===== src/pkg/psucm_regs.svh =====
// Purpose: timing constants for the supply control and management block
// Assumes: 125 MHz clock, 1 ms timebase tick
// Notes:   counts in ms ticks; least times round up, longest round down
//
// Overview of operation
// - host drives request low; main output enabled only while it stays low
// - request high or open switches off everything except standby rail; input ok still follows the input regardless of request
// - main output off within 5 ms after request withdrawn
// - main output up between 5 ms and 400 ms after request asserted
// - power good drops within 5 ms after request withdrawn
// - power good high only when every output is in regulation
// - power good low on output out of regulation or input lost too long
// - power good 100 to 500 ms after regulation; count held during current limit
// - input ok high while input module_n_a and in range, low otherwise
// - input ok falls within 2 ms on dropout or brown-out
// - input ok low no later than 4 ms after input reaches zero
// - presence pin held at ground; host pulls up and reads low as installed
// - serial target runs at 100 kbps and avoids clock stretching
// - total clock stretch per message stays under 25 ms
// - clock low over 25 ms aborts and releases; new transfers 10 ms later
// - start and stop recognised anywhere within a clock interval
// - never locks up on glitches; resumes once timing is compliant
// - after a missed clock, resynchronise at next start or stop
// - 256 by 8 identification store readable over the serial interface
// - management logic powered whenever any supply has input power
// - latched shutdown cleared only by request cycling or input removal
`ifndef PSUCM_REGS_SVH
`define PSUCM_REGS_SVH
`define PSUCM_CLK_HZ        125000000
`define PSUCM_TICK_CYC      (`PSUCM_CLK_HZ / 1000)
`define PSUCM_OFF_MAX_MS    5
`define PSUCM_UP_MIN_MS     5
`define PSUCM_UP_MAX_MS     400
`define PSUCM_UP_MS         10
`define PSUCM_GOOD_MIN_MS   100
`define PSUCM_GOOD_MAX_MS   500
`define PSUCM_GOOD_MS       150
`define PSUCM_VIN_FALL_MS   2
`define PSUCM_VIN_LOSS_MS   1
`define PSUCM_TLOW_MS       25
`define PSUCM_QUIET_MS      10
`define PSUCM_SLAVE_ADDR    7'h50
`define PSUCM_ROM_DEPTH     256
`endif


===== src/pkg/psucm_pkg.sv =====
// Purpose: types for the supply control and management block
// Assumes: nothing
// Notes:   states only; numbers live in the header
package psucm_pkg;
  typedef enum logic [2:0] {SEQ_OFF, SEQ_DELAY, SEQ_ON, SEQ_LATCHED} psucm_seq_t;
  typedef enum logic [2:0] {I2C_IDLE, I2C_ADDR, I2C_ACK, I2C_WRX, I2C_RDX, I2C_RACK,
                            I2C_SKIP, I2C_QUIET} psucm_i2c_t;
endpackage


===== src/hw/psucm_rom.sv =====
// Purpose: 256x8 identification data store
// Assumes: one write port, registered read
// Notes:   contents loaded by the production write path, not initialised at power-up
`timescale 1ns/10ps
module psucm_rom (
  // clock
  input  wire logic       clk_i,
  // write
  input  wire logic       we_i,
  input  wire logic [7:0] waddr_i,
  input  wire logic [7:0] wdata_i,
  // read
  input  wire logic [7:0] raddr_i,
  output logic      [7:0] rdata_o
);
  logic [7:0] mem_r [0:255];
  always_ff @(posedge clk_i)
  begin
    if (we_i)
      mem_r[waddr_i] <= wdata_i;
    rdata_o <= mem_r[raddr_i];
  end
endmodule


===== src/hw/psucm_tick.sv =====
// Purpose: free-running 1 ms timebase
// Assumes: 125 MHz clock
// Notes:   one-cycle pulse every millisecond
`timescale 1ns/10ps
`include "psucm_regs.svh"
module psucm_tick #(
  parameter int TICK_CYC = `PSUCM_TICK_CYC
) (
  // clock and reset
  input  wire logic clk_i,
  input  wire logic rst_i,
  // tick
  output logic      tick_o
);
  localparam logic [16:0] LAST = 17'(TICK_CYC - 1);
  logic [16:0] cnt_r;
  always_ff @(posedge clk_i)
  begin
    if (rst_i)
    begin
      cnt_r  <= 17'h00000;
      tick_o <= 1'b0;
    end
    else
    begin
      tick_o <= (cnt_r == LAST);
      cnt_r  <= (cnt_r == LAST) ? 17'h00000 : cnt_r + 17'h00001;
    end
  end
endmodule


===== src/hw/psucm_top.sv =====
// Purpose: power-on sequencing, power good, input ok and management serial target
// Assumes: pins and analog monitor flags arrive synchronous-capable; one 125 MHz clock
// Notes:   serial target is read-mostly: the first byte written after the address sets the store pointer
`timescale 1ns/10ps
`include "psucm_regs.svh"
module psucm_top #(
  // cycles per millisecond tick; a bench may shorten it to keep runs short
  parameter int TICK_CYC = `PSUCM_TICK_CYC
) (
  // clock and reset
  input  wire logic       clk_i,
  input  wire logic       rst_i,
  // host control pins
  input  wire logic       power_on_request_n_i,
  output logic            main_enable_o,
  output logic            standby_enable_o,
  output logic            power_good_o,
  output logic            vin_good_o,
  output logic            module_n_a_o,
  // analog monitor flags
  input  wire logic       in_regulation_i,
  input  wire logic       current_limit_i,
  input  wire logic       vin_in_range_i,
  input  wire logic       vin_module_n_a_i,
  input  wire logic       over_voltage_shutdown_i,
  input  wire logic       short_circuit_shutdown_i,
  // management serial pins
  input  wire logic       scl_i,
  input  wire logic       sda_i,
  output logic            sda_o,
  output logic            sda_oe_o,
  output logic            scl_o,
  output logic            scl_oe_o,
  // store load port
  input  wire logic       id_we_i,
  input  wire logic [7:0] id_waddr_i,
  input  wire logic [7:0] id_wdata_i
);
  //////////////////////////////////////////////////////////////////////////////
  // synchronisers
  logic [1:0] req_s_r, reg_s_r, cl_s_r, rng_s_r, pres_s_r, ovp_s_r, scp_s_r, scl_s_r, sda_s_r;
  logic       scl_d_r, sda_d_r;
  always_ff @(posedge clk_i)
  begin
    if (rst_i)
    begin
      req_s_r  <= 2'h3;
      reg_s_r  <= 2'h0;
      cl_s_r   <= 2'h0;
      rng_s_r  <= 2'h0;
      pres_s_r <= 2'h0;
      ovp_s_r  <= 2'h0;
      scp_s_r  <= 2'h0;
      scl_s_r  <= 2'h3;
      sda_s_r  <= 2'h3;
      scl_d_r  <= 1'b1;
      sda_d_r  <= 1'b1;
    end
    else
    begin
      req_s_r  <= {req_s_r[0], power_on_request_n_i};
      reg_s_r  <= {reg_s_r[0], in_regulation_i};
      cl_s_r   <= {cl_s_r[0], current_limit_i};
      rng_s_r  <= {rng_s_r[0], vin_in_range_i};
      pres_s_r <= {pres_s_r[0], vin_module_n_a_i};
      ovp_s_r  <= {ovp_s_r[0], over_voltage_shutdown_i};
      scp_s_r  <= {scp_s_r[0], short_circuit_shutdown_i};
      scl_s_r  <= {scl_s_r[0], scl_i};
      sda_s_r  <= {sda_s_r[0], sda_i};
      scl_d_r  <= scl_s_r[1];
      sda_d_r  <= sda_s_r[1];
    end
  end
  wire req_on    = ~req_s_r[1];
  wire outs_ok   = reg_s_r[1];
  wire cur_lim   = cl_s_r[1];
  wire vin_ok    = rng_s_r[1] & pres_s_r[1];
  wire fault     = ovp_s_r[1] | scp_s_r[1];
  wire tick;
  psucm_tick #(
    .TICK_CYC (TICK_CYC)
  ) u_tick (
    .clk_i  (clk_i),
    .rst_i  (rst_i),
    .tick_o (tick)
  );
  //////////////////////////////////////////////////////////////////////////////
  // power sequencing
  psucm_pkg::psucm_seq_t seq_r, seq_nxt;
  logic [8:0] ms_r;
  logic [3:0] loss_r;
  wire        vin_lost  = (loss_r >= 4'(`PSUCM_VIN_LOSS_MS));
  wire        up_done   = (ms_r >= 9'(`PSUCM_UP_MS - 1)) & tick;
  always_comb
  begin
    seq_nxt = seq_r;
    unique case (seq_r)
      psucm_pkg::SEQ_OFF:     if (req_on & vin_ok) seq_nxt = psucm_pkg::SEQ_DELAY;
      psucm_pkg::SEQ_DELAY:   if (!req_on) seq_nxt = psucm_pkg::SEQ_OFF;
                              else if (up_done) seq_nxt = psucm_pkg::SEQ_ON;
      psucm_pkg::SEQ_ON:      if (!req_on) seq_nxt = psucm_pkg::SEQ_OFF;
                              else if (fault) seq_nxt = psucm_pkg::SEQ_LATCHED;
                              else if (vin_lost) seq_nxt = psucm_pkg::SEQ_OFF;
      psucm_pkg::SEQ_LATCHED: if (!req_on || vin_lost) seq_nxt = psucm_pkg::SEQ_OFF;
      default:                seq_nxt = psucm_pkg::SEQ_OFF;
    endcase
  end
  // power good delay runs only while in regulation and out of current limit
  logic [8:0] good_ms_r;
  wire        good_run  = (seq_r == psucm_pkg::SEQ_ON) & outs_ok & req_on;
  wire        good_hit  = (good_ms_r >= 9'(`PSUCM_GOOD_MS));
  always_ff @(posedge clk_i)
  begin
    if (rst_i)
    begin
      seq_r        <= psucm_pkg::SEQ_OFF;
      ms_r         <= 9'h000;
      good_ms_r    <= 9'h000;
      loss_r       <= 4'h0;
      power_good_o <= 1'b0;
      vin_good_o   <= 1'b0;
    end
    else
    begin
      seq_r <= seq_nxt;
      if (seq_r != psucm_pkg::SEQ_DELAY)
        ms_r <= 9'h000;
      else if (tick)
        ms_r <= ms_r + 9'h001;
      if (!good_run)
        good_ms_r <= 9'h000;
      else if (tick && !cur_lim && !good_hit)
        good_ms_r <= good_ms_r + 9'h001;
      power_good_o <= good_run & good_hit & ~vin_lost;
      if (vin_ok)
        loss_r <= 4'h0;
      else if (tick && !vin_lost)
        loss_r <= loss_r + 4'h1;
      vin_good_o <= vin_ok;
    end
  end
  assign main_enable_o    = (seq_r == psucm_pkg::SEQ_ON);
  assign standby_enable_o = 1'b1;
  assign module_n_a_o     = 1'b0;
  //////////////////////////////////////////////////////////////////////////////
  // management serial target; never stretches the clock
  assign scl_o    = 1'b0;
  assign scl_oe_o = 1'b0;
  wire scl    = scl_s_r[1];
  wire sda    = sda_s_r[1];
  wire scl_re = scl & ~scl_d_r;
  wire scl_fe = ~scl & scl_d_r;
  wire start  = scl & scl_d_r & sda_d_r & ~sda;
  wire stop   = scl & scl_d_r & ~sda_d_r & sda;
  psucm_pkg::psucm_i2c_t i2c_r;
  logic [7:0] sh_r, ptr_r, rdat;
  logic [2:0] bit_r;
  logic       rw_r, first_r, nack_r, drv_r, byte_r;
  logic [4:0] low_r;
  logic [3:0] quiet_r;
  wire        tout   = (low_r >= 5'(`PSUCM_TLOW_MS));
  wire        qdone  = (quiet_r >= 4'(`PSUCM_QUIET_MS));
  wire        addr_hit = (sh_r[7:1] == `PSUCM_SLAVE_ADDR);
  psucm_rom u_rom (
    .clk_i   (clk_i),
    .we_i    (id_we_i),
    .waddr_i (id_waddr_i),
    .wdata_i (id_wdata_i),
    .raddr_i (ptr_r),
    .rdata_o (rdat)
  );
  always_ff @(posedge clk_i)
  begin
    if (rst_i)
    begin
      i2c_r   <= psucm_pkg::I2C_IDLE;
      sh_r    <= 8'h00;
      ptr_r   <= 8'h00;
      bit_r   <= 3'h0;
      rw_r    <= 1'b0;
      first_r <= 1'b0;
      nack_r  <= 1'b0;
      drv_r   <= 1'b0;
      byte_r  <= 1'b0;
      low_r   <= 5'h00;
      quiet_r <= 4'h0;
    end
    else
    begin
      if (scl || i2c_r == psucm_pkg::I2C_IDLE || i2c_r == psucm_pkg::I2C_QUIET)
        low_r <= 5'h00;
      else if (tick && !tout)
        low_r <= low_r + 5'h01;
      if (i2c_r != psucm_pkg::I2C_QUIET)
        quiet_r <= 4'h0;
      else if (tick && !qdone)
        quiet_r <= quiet_r + 4'h1;
      if (tout && i2c_r != psucm_pkg::I2C_QUIET)
      begin
        i2c_r <= psucm_pkg::I2C_QUIET;
        drv_r <= 1'b0;
      end
      else if (i2c_r == psucm_pkg::I2C_QUIET)
      begin
        if (qdone)
          i2c_r <= psucm_pkg::I2C_IDLE;
      end
      else if (stop)
      begin
        i2c_r <= psucm_pkg::I2C_IDLE;
        drv_r <= 1'b0;
      end
      else if (start)
      begin
        i2c_r  <= psucm_pkg::I2C_ADDR;
        bit_r  <= 3'h0;
        drv_r  <= 1'b0;
        byte_r <= 1'b0;
      end
      else
      begin
        unique case (i2c_r)
          psucm_pkg::I2C_IDLE, psucm_pkg::I2C_SKIP:
            drv_r <= 1'b0;
          psucm_pkg::I2C_ADDR, psucm_pkg::I2C_WRX:
            if (scl_re)
            begin
              sh_r   <= {sh_r[6:0], sda};
              bit_r  <= bit_r + 3'h1;
              byte_r <= (bit_r == 3'h7);
            end
            // the clock fall that ends a start must not look like a full byte
            else if (scl_fe && byte_r)
            begin
              byte_r <= 1'b0;
              if (i2c_r == psucm_pkg::I2C_WRX)
              begin
                ptr_r   <= first_r ? sh_r : ptr_r;
                first_r <= 1'b0;
                drv_r   <= 1'b1;
                i2c_r   <= psucm_pkg::I2C_ACK;
              end
              else if (addr_hit)
              begin
                rw_r    <= sh_r[0] ? 1'b1 : 1'b0;
                first_r <= 1'b1;
                drv_r   <= 1'b1;
                i2c_r   <= psucm_pkg::I2C_ACK;
              end
              else
                i2c_r <= psucm_pkg::I2C_SKIP;
            end
          psucm_pkg::I2C_ACK:
            if (scl_fe)
            begin
              if (rw_r)
              begin
                sh_r  <= rdat;
                drv_r <= ~rdat[7];
                ptr_r <= ptr_r + 8'h01;
                bit_r <= 3'h1;
                i2c_r <= psucm_pkg::I2C_RDX;
              end
              else
              begin
                drv_r <= 1'b0;
                bit_r <= 3'h0;
                i2c_r <= psucm_pkg::I2C_WRX;
              end
            end
          psucm_pkg::I2C_RDX:
            if (scl_fe)
            begin
              if (bit_r == 3'h0)
              begin
                drv_r <= 1'b0;
                i2c_r <= psucm_pkg::I2C_RACK;
              end
              else
              begin
                drv_r <= ~sh_r[3'h7 - bit_r];
                bit_r <= bit_r + 3'h1;
              end
            end
          psucm_pkg::I2C_RACK:
            if (scl_re)
              nack_r <= sda;
            else if (scl_fe)
            begin
              if (nack_r)
                i2c_r <= psucm_pkg::I2C_SKIP;
              else
              begin
                sh_r  <= rdat;
                drv_r <= ~rdat[7];
                ptr_r <= ptr_r + 8'h01;
                bit_r <= 3'h1;
                i2c_r <= psucm_pkg::I2C_RDX;
              end
            end
          default:
            i2c_r <= psucm_pkg::I2C_IDLE;
        endcase
      end
    end
  end
  assign sda_o    = 1'b0;
  assign sda_oe_o = drv_r;
endmodule


===== config.mk =====
export PLATFORM = sky130hd
export DESIGN_NAME = psucm_top
export DESIGN_NICKNAME = d
export VERILOG_FILES = /design/src/pkg/psucm_pkg.sv /design/src/hw/psucm_rom.sv /design/src/hw/psucm_tick.sv /design/src/hw/psucm_top.sv
export VERILOG_INCLUDE_DIRS = /design/src /design/src/pkg
export SDC_FILE = /design/constraint.sdc
export NUM_CORES = 2
export LEC_CHECK = 0
export BUFFER_PORTS_ARGS = -buffer_cell sky130_fd_sc_hd__buf_2
export CAP_MARGIN = 10
export CORE_MARGIN = 2
export CORE_UTILIZATION = 35
export CTS_BUF_LIST = sky130_fd_sc_hd__clkbuf_2
export CTS_CLUSTER_DIAMETER = 100
export CTS_CLUSTER_SIZE = 40
export DETAILED_ROUTE_END_ITERATION = 16
export HOLD_SLACK_MARGIN = 0.1
export SLEW_MARGIN = 10
export SYNTH_ARGS = -nofsm -noshare
export SYNTH_HDL_FRONTEND = slang
export SYNTH_SLANG_ARGS = --single-unit

===== constraint.sdc =====
create_clock -name clk_i -period 2.5 [get_ports clk_i]
set_input_delay 0.5 -clock clk_i [delete_from_list [all_inputs] [get_ports clk_i]]
set_output_delay 0.5 -clock clk_i [all_outputs]
set_load 0.1 [all_outputs]

==> metrics <==
run status finished, violations left; failing checks negative setup slack; vias in the first global route 45900; global router's overall resource usage 19.6%; flops & latches, synth 2156; FP Rows between 150 and 200; synthesis-to-finish area growth 18.2%; vias per cell 5.53; Slew headroom between 30% and 40%; placer congestion estimate 0.866; register area share after synthesis 75.0%; pin count of the biggest net entering global routing 87; Core Footprint between 0.2 and 0.25 mm2; Cell Pwr Density 541 mW/mm2; total vias in the final route 47200; final setup fails 12; Placed Cells ~8000; Max clock buf depth 3; TritonCTS clock tree built; crit path max fanout 2; VDD IR-drop max 0.432 mV; Fin Clk Skew 0.248 ns; Startpoint Class register; Post-synth EDFFs a little over 2000; die area 0.246 mm2; Synth top area share 72.4%; Power Total approximately 0.054 W; initial DRC count 6121; DR pass1 iterations 6; IO Pins 37; Ys Warns 0; Worst Slack Setup Final -0.564 ns; leading area contributor after synthesis edfxtp_1; RSZ-0062 raised after global routing yes; share of layout cells above drive strength 1 between 30 and 40%; Avg WL per Cell ~29 um; post-route ant nets 0; Hold Crit Class in2reg; critical path arrival 2.56 ns; Post-route DRC 0; Initial Util about a third; CP Class reg2out; ys flop type edfxtp_1; Req. time, crit path 2.00 ns; fin nets 5340; Avg Cell Area, Syn around 19 um2; dpl hpwl 160000 um; worst-skew pair later-pin latency between 2 and 2.5 ns; Max Freq 0.326 GHz; Slew @ Worst Pin 0.940 ns; Post-Syn Instances 4377; final period utilization 123%; root buf cell clkbuf_2; Mapped Area around 0.085 mm2; DRT Wirelength 247000 um; DIE WIDTH 496 um; number of port buffers 31; htree depth 3; Yosys cell types 85; clk sinks 2156; die height 496 um; max-cap violation count 0; leakage 31.3 nW; post-route non-filler standard cell count 8534; Setup TNS -4.32 ns; ranking of synthesized cells by area edfxtp_1, mux4_2, mux2i_1; grt ovf 0; initial antenna violation count 7; first-pass GRT wire length 347000 um; ys async rst share 0%; critical path endpoint category output pin; CTS clock-pin slew for the worst setup and hold paths 0.67 ns; Pins Over Slew Limit 0; Final Hold Vio Count 0; crit path time final 3.06 ns; total CTS buffers 69
## power breakdown
group / switching [W] / internal (W)
combinational: 0.00162 / 0.000889
sequential: 0.0000666 / 0.0397
clock: 0.0103 / 0.00166
## cell families after synthesis
family / Yosys count / share of synthesized area [%]
adders and majority gates: 16 / 0.236
buffers and inverters: 292 / 2.21
xor gates and xnor gates: 31 / 0.320
and+or+nand+nor: 718 / 3.85
other: 2 / 0.00885
AOI/OAI and AO/OA: 500 / 4.12
DFF: 2156 / 75.0
muxes: 662 / 14.3
## stage by stage
step                util (%)  worst slack (ns)  hold WS, ns  area [um2]
CTS                     41.3            -0.779        0.198       99300
floorplan                  -             0.157        0.389       84900
global placement        39.4             -1.08        0.401       95000
finish                  41.7            -0.564        0.272      100000
detailed placement      39.4             -1.06        0.404       95000
global route            41.7            -0.810        0.162      100000
## timing repair
action                     in CTS  in global routing
setup endpoints to repair      12                236
gates resized for setup       293                147
gates cloned                   10                  4
pin swaps                      63                 63
setup buffers                  89                 54
hold buffers                   97                  0
hold endpoints to repair     4196                  0
## final timing paths
check	startpoint	cells past startpoint	end	slack (ns)
worst max register to register	ptr_r[0]	12	u_rom.rdata_o[6]	-0.42
worst min-delay path	id_waddr_i[1]	6	u_rom.mem_r[167][2]	0.27
worst min register to register	ovp_s_r[0]	1	ovp_s_r[1]	0.42
worst max-delay path	seq_r[1]	2	main_enable_o	-0.56
## synth_stat cells (6+ instances only)
| master | count |
|---|---|
| a2111oi_0 | 7 |
| a211oi_1 | 44 |
| a21oi_1 | 107 |
| a221oi_1 | 31 |
| a221oi_2 | 6 |
| a22o_1 | 10 |
| a22oi_1 | 84 |
| a311oi_1 | 12 |
| a31oi_1 | 18 |
| and2_1 | 8 |
| and3_1 | 13 |
| buf_1 | 9 |
| buf_12 | 10 |
| buf_2 | 64 |
| buf_4 | 38 |
| buf_6 | 28 |
| buf_8 | 11 |
| clkbuf_1 | 102 |
| dfxtp_1 | 108 |
| edfxtp_1 | 2048 |
| ha_1 | 16 |
| inv_1 | 19 |
| mux2i_1 | 225 |
| mux4_1 | 17 |
| mux4_2 | 415 |
| nand2_1 | 120 |
| nand2b_1 | 14 |
| nand3_1 | 63 |
| nand3b_1 | 9 |
| nand4_1 | 27 |
| nor2_1 | 359 |
| nor2b_1 | 38 |
| nor3_1 | 17 |
| nor4_1 | 6 |
| o211ai_1 | 12 |
| o21ai_0 | 56 |
| o221ai_1 | 19 |
| o22ai_1 | 32 |
| o31ai_1 | 12 |
| or2_2 | 11 |
| or3_1 | 9 |
| xnor2_1 | 10 |
| xor2_1 | 21 |
## cell type report
| type | count | area [um2] |
|---|---|---|
| antenna | 12 | 30.0 |
| clock buffer | 85 | 425 |
| clock inverter | 27 | 424 |
| fill | 21000 | 140000 |
| inverter | 21 | 78.8 |
| multi-input combinational | 1932 | 20700 |
| sequential | 2156 | 63700 |
| tap | 3185 | 3990 |
| timing repair buffer | 1116 | 11100 |
## critical path, stage by stage, from the launching register on
cell,delay (ns)
dfxtp_2,0.46
nor2b_4,0.16
buf_12,0.18
## flip-flops by register name, indices dropped and copies added (netlist names), 3 cells and up
register / count
bit_r: 3
good_ms_r: 9
i2c_r: 3
loss_r: 4
low_r: 5
ms_r: 9
ptr_r: 8
quiet_r: 4
sh_r: 8
u_rom.mem_r: 2048
u_rom.rdata_o: 8
u_tick.cnt_r: 17
## layer usage
metal  routed length, um  GRT usage [%]
met3               20400           3.22
met5                  23              0
met4                7110           5.10
met2              117000           31.8
met1              102000           27.6
## placed cells by master (no fill, tap or decap), types with 12 or more instances in the layout
cell	netlist	final
edfxtp_1	2048	2048
buf_4	38	786
mux4_2	415	421
nor2_1	359	352
mux2i_1	225	205
buf_12	10	117
nand2_1	120	112
dfxtp_1	108	95
a21oi_1	107	87
clkbuf_2	0	85
dlygate4sd3_1	0	80
a22oi_1	84	58
nand3_1	63	57
buf_6	28	46
o21ai_0	56	38
nor2b_1	38	30
buf_16	0	28
o22ai_1	32	27
nand4_1	27	27
a22oi_2	0	26
buf_8	11	23
a211oi_1	44	21
xor2_1	21	21
a221oi_1	31	20
inv_1	19	19
buf_2	64	19
a211oi_2	0	18
a21oi_2	0	17
o221ai_1	19	17
ha_1	16	16
a31oi_1	18	15
nand2b_1	14	14
a221oi_2	6	14
o21ai_1	3	13
diode_2	0	12
o211ai_1	12	12
and3_1	13	12
Note: power is estimated with default switching activity, not from simulation.
